===== config.mk =====
export PLATFORM = sky130hd
export DESIGN_NAME = tlb_test_register_access
export DESIGN_NICKNAME = d
export VERILOG_FILES = /design/src/hw/tlb_test_pkg.sv /design/src/hw/tlb_entry_ram.sv /design/src/hw/tlb_test_register_access.sv
export SDC_FILE = /design/constraint.sdc
export NUM_CORES = 2
export LEC_CHECK = 0
export BUFFER_PORTS_ARGS = -buffer_cell sky130_fd_sc_hd__buf_4
export CORE_ASPECT_RATIO = 1.2
export CORE_UTILIZATION = 56
export DETAILED_ROUTE_END_ITERATION = 10
export GPL_TIMING_DRIVEN = 0
export PLACE_DENSITY_LB_ADDON = 0.12
export SYNTH_ARGS = -nofsm -noshare
export SYNTH_HDL_FRONTEND = slang
export SYNTH_SLANG_ARGS = --single-unit
export TNS_END_PERCENT = 100

===== constraint.sdc =====
create_clock -name ref_clk -period 8.5 [get_ports ref_clk]
set_input_delay 1.275 -clock ref_clk [delete_from_list [all_inputs] [get_ports ref_clk]]
set_output_delay 1.275 -clock ref_clk [all_outputs]
set_load 0.005 [all_outputs]

===== src/hw/tlb_test_pkg.sv =====
// Constants, field layout and state codes for the translation buffer test port.
// Assumes one core clock; the core decodes the move instructions for us.
package tlb_test_pkg;
   // ****************************************
   // Array shape
   // ****************************************
   localparam int NUM_ENTRIES = 32;
   localparam int NUM_WAYS = 4;
   localparam int WAY_BITS = 2;
   localparam int TAG_BITS = 24;
   localparam int DATA_BITS = 20;
   localparam int LRU_BITS = 3;
   localparam int ATTR_BITS = 3;
   // ****************************************
   // Field positions, both test registers
   // ****************************************
   localparam int PAGE_LSB = 12;
   localparam int CMD_BIT = 0;
   localparam int VALID_BIT = 11;
   localparam int DIRTY_BIT = 10;
   localparam int USER_BIT = 8;
   localparam int RW_BIT = 6;
   localparam int LRU_LSB = 7;
   localparam int HIT_BIT = 4;
   localparam int WAY_LSB = 2;
   // ****************************************
   // Writable bits and reset values
   // ****************************************
   localparam logic [31:0] DATA_WMASK = 32'hffff_f39c;
   localparam logic [31:0] CTRL_WMASK = 32'hffff_ffe1;
   localparam logic [31:0] DATA_RESET = 32'h0000_0000;
   localparam logic [31:0] CTRL_RESET = 32'h0000_0000;
   // ****************************************
   // Register select and sequencer states
   // ****************************************
   localparam logic SEL_DATA = 1'b0;
   localparam logic SEL_CTRL = 1'b1;
   typedef enum logic [1:0] {
      ST_IDLE = 2'b00,
      ST_FETCH = 2'b01,
      ST_EXEC = 2'b10
   } op_state_t;
endpackage : tlb_test_pkg


===== src/hw/tlb_entry_ram.sv =====
// Entry storage: one set read at a time, all ways at once, one way written.
// Assumes the caller never reads and writes the same set in one cycle.
`timescale 1ns/1ps
`default_nettype none
module tlb_entry_ram #(
   parameter int SETS = 8,
   parameter int WAYS = 4,
   parameter int WIDTH = 43
) (
   input wire logic ref_clk,
   input wire logic rd_en,
   input wire logic [$clog2(SETS)-1:0] rd_set,
   input wire logic wr_en,
   input wire logic [$clog2(SETS)-1:0] wr_set,
   input wire logic [$clog2(WAYS)-1:0] wr_way,
   input wire logic [WIDTH-1:0] wr_data,
   output logic [WAYS*WIDTH-1:0] rd_data
);
   // No reset: valid bits live outside, so stale contents never hit
   logic [WIDTH-1:0] mem_q [SETS*WAYS];

   always_ff @(posedge ref_clk)
   begin
      if (wr_en)
      begin
         mem_q[{wr_set, wr_way}] <= wr_data;
      end
      if (rd_en)
      begin
         for (int w = 0; w < WAYS; w++)
         begin
            rd_data[w*WIDTH +: WIDTH] <= mem_q[rd_set*WAYS + w];
         end
      end
   end
endmodule : tlb_entry_ram
`default_nettype wire


===== src/hw/tlb_test_register_access.sv =====
// Test access path into the translation buffer: two test registers and the
// write and lookup sequencer behind them.
// Assumes the core decodes register moves and presents them as strobes.
`timescale 1ns/1ps
`default_nettype none
module tlb_test_register_access #(
   parameter int NUM_ENTRIES = tlb_test_pkg::NUM_ENTRIES,
   parameter int NUM_WAYS = tlb_test_pkg::NUM_WAYS
) (
   input wire logic ref_clk,
   input wire logic reset,
   input wire logic mov_wr,
   input wire logic mov_rd,
   input wire logic mov_sel,
   input wire logic [31:0] mov_wdata,
   input wire logic [1:0] cpl,
   input wire logic real_mode,
   output logic [31:0] mov_rdata,
   output logic mov_fault,
   output logic busy
);
   // ****************************************
   // Shape and checks
   // ****************************************
   localparam int SETS = NUM_ENTRIES / NUM_WAYS;
   localparam int SET_BITS = $clog2(SETS);
   localparam int ENTRY_W = tlb_test_pkg::TAG_BITS - 1 + tlb_test_pkg::DATA_BITS;
   localparam int PAGE_LO = tlb_test_pkg::PAGE_LSB;

   // Tree LRU is built for exactly four ways
   if (NUM_WAYS != 4 || SETS < 2 || (SETS & (SETS - 1)) != 0)
   begin : g_bad_shape
      $error("tlb test: unsupported entry count or way count");
   end

   typedef struct packed {
      tlb_test_pkg::op_state_t st;
      logic [31:0] data;
      logic [31:0] ctrl;
      logic [31:0] rdata;
      logic [NUM_ENTRIES-1:0] valid;
      logic [SETS*3-1:0] lru;
   } state_t;

   state_t r_q;
   state_t r_d;

   // ****************************************
   // Helpers
   // ****************************************
   // A pair of 10 wants the bit set, 01 clear; 00 and 11 do not care
   function automatic logic attr_ok(input logic [1:0] pair, input logic bit_v);
      attr_ok = (pair == 2'b10) ? bit_v : ((pair == 2'b01) ? !bit_v : 1'b1);
   endfunction : attr_ok

   function automatic logic [1:0] plru_victim(input logic [2:0] l);
      plru_victim = l[0] ? {1'b1, l[2]} : {1'b0, l[1]};
   endfunction : plru_victim

   // Point the tree away from the way just used
   function automatic logic [2:0] plru_touch(input logic [2:0] l, input logic [1:0] w);
      logic [2:0] t;
      t = l;
      t[0] = !w[1];
      if (w[1])
      begin
         t[2] = !w[0];
      end
      else
      begin
         t[1] = !w[0];
      end
      plru_touch = t;
   endfunction : plru_touch

   // ****************************************
   // Entry memory
   // ****************************************
   logic ram_rd;
   logic ram_we;
   logic [SET_BITS-1:0] set_idx;
   logic [1:0] wr_way;
   logic [ENTRY_W-1:0] wr_entry;
   logic [NUM_WAYS*ENTRY_W-1:0] rd_entries;

   tlb_entry_ram #(
      .SETS(SETS),
      .WAYS(NUM_WAYS),
      .WIDTH(ENTRY_W)
   ) u_ram (
      .ref_clk(ref_clk),
      .rd_en(ram_rd),
      .rd_set(set_idx),
      .wr_en(ram_we),
      .wr_set(set_idx),
      .wr_way(wr_way),
      .wr_data(wr_entry),
      .rd_data(rd_entries)
   );

   // ****************************************
   // Sequencer and test registers
   // ****************************************
   logic priv_ok;
   logic take;
   logic is_lookup;
   logic hit;
   logic [1:0] hit_way;
   logic [2:0] lru_cur;
   logic [ENTRY_W-1:0] hit_entry;
   logic [ENTRY_W-1:0] e;
   logic [1:0] free_way;
   logic any_free;
   logic [SET_BITS+1:0] vidx;
   logic [SET_BITS+1:0] wr_idx;

   always_comb
   begin
      r_d = r_q;
      ram_rd = 1'b0;
      ram_we = 1'b0;
      wr_way = 2'b00;
      hit = 1'b0;
      hit_way = 2'b00;
      hit_entry = '0;
      e = '0;
      free_way = 2'b00;
      any_free = 1'b0;
      vidx = '0;
      priv_ok = real_mode || (cpl == 2'b00);
      take = priv_ok && (r_q.st == tlb_test_pkg::ST_IDLE);
      set_idx = r_q.ctrl[PAGE_LO +: SET_BITS];
      lru_cur = r_q.lru[set_idx*3 +: 3];
      is_lookup = r_q.ctrl[tlb_test_pkg::CMD_BIT];
      // Tag compare: page, valid, attribute pairs from the control register
      for (int w = NUM_WAYS - 1; w >= 0; w--)
      begin
         e = rd_entries[w*ENTRY_W +: ENTRY_W];
         vidx = {set_idx, 2'(w)};
         if (r_q.valid[vidx] && e[ENTRY_W-1 -: 20] == r_q.ctrl[31:PAGE_LO]
             && attr_ok(r_q.ctrl[10:9], e[22])
             && attr_ok(r_q.ctrl[8:7], e[21])
             && attr_ok(r_q.ctrl[6:5], e[20]))
         begin
            hit = 1'b1;
            hit_way = 2'(w);
            hit_entry = e;
         end
         if (!r_q.valid[vidx])
         begin
            any_free = 1'b1;
            free_way = 2'(w);
         end
      end
      if (mov_rd && take)
      begin
         r_d.rdata = (mov_sel == tlb_test_pkg::SEL_CTRL) ? r_q.ctrl : r_q.data;
      end
      // Reserved bits are dropped on the way in so they read back as zero
      if (mov_wr && take)
      begin
         if (mov_sel == tlb_test_pkg::SEL_CTRL)
         begin
            r_d.ctrl = mov_wdata & tlb_test_pkg::CTRL_WMASK;
            r_d.st = tlb_test_pkg::ST_FETCH;
         end
         else
         begin
            r_d.data = mov_wdata & tlb_test_pkg::DATA_WMASK;
         end
      end
      unique case (r_q.st)
         tlb_test_pkg::ST_IDLE:
         begin
         end
         tlb_test_pkg::ST_FETCH:
         begin
            ram_rd = 1'b1;
            r_d.st = tlb_test_pkg::ST_EXEC;
         end
         tlb_test_pkg::ST_EXEC:
         begin
            r_d.st = tlb_test_pkg::ST_IDLE;
            if (is_lookup)
            begin
               r_d.data[tlb_test_pkg::LRU_LSB +: 3] = lru_cur;
               r_d.data[tlb_test_pkg::HIT_BIT] = hit;
               if (hit)
               begin
                  r_d.data[31:PAGE_LO] = hit_entry[19:0];
                  r_d.data[tlb_test_pkg::WAY_LSB +: 2] = hit_way;
                  r_d.ctrl[tlb_test_pkg::VALID_BIT] = 1'b1;
                  r_d.ctrl[10:9] = {hit_entry[22], !hit_entry[22]};
                  r_d.ctrl[8:7] = {hit_entry[21], !hit_entry[21]};
                  r_d.ctrl[6:5] = {hit_entry[20], !hit_entry[20]};
                  r_d.lru[set_idx*3 +: 3] = plru_touch(lru_cur, hit_way);
               end
            end
            else
            begin
               // Own choice prefers an empty way, then the tree victim
               if (r_q.data[tlb_test_pkg::HIT_BIT])
               begin
                  wr_way = r_q.data[tlb_test_pkg::WAY_LSB +: 2];
               end
               else
               begin
                  wr_way = any_free ? free_way : plru_victim(lru_cur);
               end
               ram_we = 1'b1;
               r_d.valid[{set_idx, wr_way}] = r_q.ctrl[tlb_test_pkg::VALID_BIT];
               r_d.lru[set_idx*3 +: 3] = plru_touch(lru_cur, wr_way);
            end
         end
         default:
         begin
            r_d.st = tlb_test_pkg::ST_IDLE;
         end
      endcase
      // Entry layout: page, dirty, user, write-allowed, physical page
      wr_entry = {r_q.ctrl[31:PAGE_LO], r_q.ctrl[tlb_test_pkg::DIRTY_BIT], r_q.ctrl[tlb_test_pkg::USER_BIT],
                  r_q.ctrl[tlb_test_pkg::RW_BIT], r_q.data[31:PAGE_LO]};
   end

   always_ff @(posedge ref_clk or posedge reset)
   begin
      if (reset)
      begin
         r_q <= '{st: tlb_test_pkg::ST_IDLE, data: tlb_test_pkg::DATA_RESET,
                  ctrl: tlb_test_pkg::CTRL_RESET, rdata: 32'h0000_0000, valid: '0, lru: '0};
      end
      else
      begin
         r_q <= r_d;
      end
   end

   assign mov_rdata = r_q.rdata;
   assign mov_fault = (mov_wr || mov_rd) && !priv_ok;
   assign busy = (r_q.st != tlb_test_pkg::ST_IDLE);
   assign wr_idx = {set_idx, wr_way};
endmodule : tlb_test_register_access
`default_nettype wire


# Yosys cells after proc, flatten, opt, wreduce, memory -nomap -nowiden
# Memory sizes are Yosys's and may differ from the RTL's. A register that Yosys moved wholly into a read port is not among the register bits.
# Cells that the tools add are included.
[word_totals]
input_bits = 40
regBits = 144
wordCells = 191
rom_bits = 0
ram_bits = 1376
mem_count = 1
output_inout_bits = 34
latch_bits = 0
[mem_list]
columns = ["memory", "words", "word_bits", "rd", "rd_ports_with_merged_regs", "wr", "line_no", "rtl"]
rows = [
  ["u_ram.mem_q", 32, 43, 4, 4, 1, "tlb_entry_ram.sv:20", "logic [WIDTH-1:0] mem_q [SETS*WAYS];"],
]
[classes]
bitwise = 1
mux = 102
div_mod_pow = 0
eq_ne = 15
magnitude_cmp = 6
n_reduce_logical = 50
shifts = 4
n_addsub = 4
n_mul = 1
[ops]
columns = ["cell", "count"]
rows = [
  ["32-bit 2-to-1 mux", 3],
  ["23-bit 2-to-1 mux", 4],
  ["20-bit == test", 4],
  ["3-bit by 34-bit variable part select with 24-bit output", 2],
  ["66-bit 2-to-1 mux", 1],
  ["20-bit 2-to-1 mux", 3],
  ["1-bit 2-to-1 mux", 56],
  ["24-bit bitwise mux", 2],
  ["24-bit 2-to-1 mux", 2],
  ["2-bit 2-to-1 mux", 17],
  ["5-bit negation with 34-bit output", 1],
  ["3-bit by 34-bit variable shift with 24-bit output (first input constant)", 1],
  ["32-bit bitwise mux", 1],
  ["5-bit by 6-bit < comparator with 1-bit output (second input constant)", 5],
  ["24-bit by 6-bit variable part select with 3-bit output", 1],
  ["1-bit logical AND", 21],
  ["7-bit 2-to-1 mux", 3],
  ["1-bit logical NOT", 20],
  ["1-bit binary-select mux with 3-bit select", 4],
  ["3-bit 2-to-1 mux", 4],
  ["5-bit by 2-bit adder with 5-bit output (second input constant)", 2],
  ["2-bit by 1-bit == test with 1-bit output (second input constant)", 4],
  ["2-bit == test (second input constant)", 4],
  ["2-bit AND reduction", 4],
  ["other kinds (11)", 14],
]

# Longest topological paths before layout
[depth]
word_depth = 19
depth_mapped = 13
mapped_depth_nobuf = 8

# Hierarchy
# A second synthesis with hierarchy kept.
[unflattened]
hier_cells = 3241
area_unflattened_um2 = 66172.2
[by_module_without_submodules]
columns = ["mod", "n_inst", "area_per_inst_um2", "cells_per_inst", "seq_area_each_um2"]
rows = [
  ["tlb_entry_ram", 1, 56929.6, 2204, 46484.6],
  ["tlb_test_register_access", 1, 9242.6, 1037, 3578.4],
]

# Worst setup path after synthesis
# No wires, ideal clock.
[synth_timing]
path_kind = "reg-to-reg"
start = "register r_q[153] (netlist name)"
end = "register u_ram.rd_data[0] (read register of u_ram.mem_q), enable pin"
t_arrival_ns = 7.992
required_time_ns = 7.774
setup_slack_ns = -0.218
path_stages_with_launch = 2
setup_time_ns = 0.726
cell_sequence = "dfrtp_1 nor2b_1"
[synth_between]
elab_chain_cells = 2
[synth_lines]
columns = ["element", "line_no", "rtl"]
rows = [
  ["start: declaration", "tlb_test_register_access.sv:45", "state_t r_q;"],
  ["start signal: assignment", "tlb_test_register_access.sv:229", "r_q <= '{st: tlb_test_pkg::ST_IDLE, data: tlb_test_pkg::DATA_RESET,"],
  ["start signal: assignment", "tlb_test_register_access.sv:234", "r_q <= r_d;"],
  ["2-bit by 1-bit == test with 1-bit output", "tlb_test_register_access.sv:172", "unique case (r_q.st)"],
  ["1-bit 2-to-1 mux", "tlb_test_register_access.sv:172", ""],
  ["end: declaration", "tlb_entry_ram.sv:17", "output logic [WAYS*WIDTH-1:0] rd_data"],
]
# Every way passes these cells.
# A chain may end at the register's enable or synchronous reset.

# Final worst setup path
[layout_timing]
start = "register r_q[102] (netlist name)"
end = "register u_ram.rd_data[92] (read register of u_ram.mem_q), data pin"
[layout_between]
elab_chain_cells = 1
[layout_lines]
columns = ["element", "line_no", "rtl"]
rows = [
  ["5-bit by 2-bit adder with 5-bit output", "tlb_entry_ram.sv:32", "rd_data[w*WIDTH +: WIDTH] <= mem_q[rd_set*WAYS + w];"],
]
# Every way passes these cells.

==> flow_summary.json <==
{
  "dieArea_sq_um": 113000,
  "yosys_register_bits": 1691,
  "finClkSkew_ps": 32.0,
  "die_w_um": 307,
  "fin_setup_tns_ps": 0,
  "cts_tree": "yes",
  "synth_area_sq_um": 62600,
  "ys_seq_area_frac": 0.799,
  "clkTransAtPathRegs_ps": 60,
  "grtUsageTotal": 0.375,
  "final_common_cell": "edfxtp_1",
  "area_growth_syn_to_layout_pct": 14.9,
  "cts_resized": 0,
  "path_max_fanout": 18,
  "ys.flop_type": "edfxtp_1",
  "final-hold-violation-count": 0,
  "grt_first_pass_wirelength_mm": 284,
  "io_pins": 74,
  "cts_buffers": 157,
  "drt_iter0_markers": 6808,
  "period_needed_ps": 6100,
  "place_hpwl_mm": 137,
  "antenna_found_initial": 12,
  "whs_ps": 478,
  "criticalPathCategory": "flip-flop to flip-flop",
  "crit_arrival_ps": 6740,
  "clkLatencyLatePin_ps": 800,
  "end_kind": "flip-flop",
  "core_area_sq_um": 111000,
  "layout-drive-gt1-share": 0.134,
  "crit_path_frequent_cell": "clkbuf_1",
  "worstHoldPathType": "flip-flop to flip-flop",
  "drt-total-wl_mm": 212,
  "max_stage_delay_ps": 1100,
  "outcome": "finished, violations left",
  "final_nets": 3932,
  "synthDistinctLibCells": 69,
  "slew_violations": 206,
  "cp-start-kind": "flip-flop",
  "cp_slowest_cell": "clkbuf_1",
  "routed_via_density": 6.91,
  "layout_common_cells": "edfxtp_1, a22oi_1, clkbuf_1",
  "num_vias": 38100,
  "power.density_nw_per_um2": 278,
  "clockBufferDepth": 3,
  "grt_pass1_vias": 35300,
  "die_y_um": 368,
  "p_leak_uw": 0.0234,
  "cts-hold-fix-buffers": 0,
  "total_power_uw": 20000,
  "syn_area_per_cell_sq_um": 17.5,
  "gp_congestion": 0.993,
  "violations": "capacitance limit, slew limit",
  "grt_start_max_net_pins": 74,
  "synthCells": 3577,
  "tightestPinTransition_ps": 1580,
  "cts.sinks": 1691,
  "placementRows": 134,
  "slew_headroom": -0.0522,
  "path_cells": "buf_6 > buf_6 > buf_6 > clkbuf_1 > and2_1 > clkbuf_1 > clkbuf_1 > buf_8 > clkbuf_1 > a22oi_1 > nand4_1",
  "syn-num-nets": 3621,
  "cts_root_buf": "clkbuf_16",
  "fin_crit_sh": 0.718,
  "cts_max_level": 4,
  "vdd_drop_max_mv": 0.197,
  "initial_core_util": 0.564,
  "wl_per_cell_um": 38.4,
  "finalSetupViolations": 0,
  "cts_setup_buffers": 0,
  "ys_warn_count": 0,
  "dr.pass1.iters": 8,
  "synth-edff-count": 1548,
  "antenna_left": 0,
  "synthArstFlopShare": 0.0846,
  "rsz0062_at_grt": "false",
  "max-cap-violations": 10,
  "max_freq_ghz": 0.164,
  "overflow": 0,
  "drc": 0,
  "numPortBuffers": 70,
  "cp_data_required_time_ps": 9130
}
where the power goes:
group          internal, uW  leakage, uW  switching (uW)  total (uW)
clock                  3700      0.00232            3020        6710
sequential             9810       0.0158             794       10600
combinational           827      0.00527            1850        2680
synth_stat cells, types with 2 or more instances:
cell type | number | share of area
inv_1 | 5 | 0.00030
nor3_1 | 12 | 0.00096
o31a_1 | 20 | 0.0028
clkbuf_1 | 190 | 0.011
and2_1 | 23 | 0.0023
nand2b_1 | 10 | 0.0010
nor2b_1 | 13 | 0.0013
nand4_1 | 181 | 0.018
xor2_1 | 42 | 0.0059
a221o_1 | 2 | 0.00032
a222oi_1 | 8 | 0.0013
xnor2_1 | 40 | 0.0056
o22ai_1 | 5 | 0.00050
nand3_1 | 13 | 0.0010
nor2_1 | 95 | 0.0057
buf_1 | 16 | 0.00096
ha_1 | 4 | 0.00080
nor2_2 | 2 | 0.00020
nor4_1 | 14 | 0.0014
nand3b_1 | 2 | 0.00024
or3_1 | 4 | 0.00040
a21oi_1 | 14 | 0.0011
buf_2 | 12 | 0.00096
a221oi_1 | 4 | 0.00056
a211oi_1 | 21 | 0.0025
and3_1 | 2 | 0.00020
o21a_1 | 5 | 0.00060
a2111oi_0 | 4 | 0.00056
a22o_1 | 19 | 0.0027
dfrtp_1 | 143 | 0.057
mux2_1 | 8 | 0.0014
mux4_2 | 10 | 0.0036
a22oi_1 | 678 | 0.081
buf_6 | 5 | 0.00090
nand2_1 | 171 | 0.010
mux2i_1 | 72 | 0.012
edfxtp_1 | 1548 | 0.74
buf_4 | 35 | 0.0042
o21ai_0 | 60 | 0.0048
o21ai_1 | 2 | 0.00016
mux2_2 | 35 | 0.0063
per-layer routing:
layer | vias to the layer above | wire length (um) | global-route usage
met2 | 3069 | 92200 | 0.540
met1 | 19300 | 75000 | 0.505
li1 | 15100 | - | -
met3 | 630 | 29100 | 0.111
met5 | - | 13 | 0
met4 | 2 | 15200 | 0.230
worst max-delay path: cells and delay by family (launching register included):
family / cells / cell delay, ps
AOI/OAI and AO/OA: 1 / 190
buffers and inverters: 8 / 4340
DFF: 1 / 970
and+or+nand+nor: 2 / 410
metrics by stage:
stage / cell area (sq um) / instances / utilization / setup WS, ps
after global placement: 65000 / 5143 / 0.586 / -1430
after CTS: 71900 / 5507 / 0.648 / 2890
after detailed placement: 67100 / 5224 / 0.605 / 2910
after global routing: 71900 / 5508 / 0.648 / 2660
after floorplan: 62600 / 3577 / - / 3160
final: 71900 / 5514 / 0.648 / 2400
registers in the layout, summed over array words and instances (netlist names):
| signal | count |
|---|---|
| r_q | 111 |
| u_ram.rd_data | 172 |
| is_lookup | 1 |
| mov_rdata | 31 |
| u_ram.mem_q | 1376 |
cells by family (layout without fill, tap and decap cells):
group           after synthesis  count (layout)  share of synthesized area
flops                      1691            1691                      0.799
compound gates              854             854                      0.101
simple gates                555             555                     0.0452
buf+inv                     264             699                     0.0188
mux                         126             126                     0.0231
xor+xnor                     82              82                     0.0115
fa+ha+maj                     4               4                   0.000799
other cells                   1               7                  0.0000599
final cells by class:
cell class              count  area, sq um
repair buffers            152         2360
clock buffers             202         4160
well taps                1496         1870
clock inverters            81          607
inverters                   6         27.5
multi-input cells        1622        11600
diodes                      6         15.0
plain buffers             258         1160
flip-flops and latches   1691        50100
fillers                  7676        39000
path summary, 6_finish.rpt:
kind / startpoint / endpoint / cells after the start / slack, ps
max in group asynchronous: reset / r_q[103] / 3 / 7040
min in group asynchronous: reset / mov_rdata[19] / 2 / 590
max reg2reg: r_q[102] / u_ram.rd_data[92] / 11 / 2400
min reg2reg: mov_rdata[18] / mov_rdata[18] / 2 / 480
min: mov_rdata[18] / mov_rdata[18] / 2 / 480
max: r_q[102] / u_ram.rd_data[92] / 11 / 2400
Note: power is estimated with default switching activity, not from simulation.
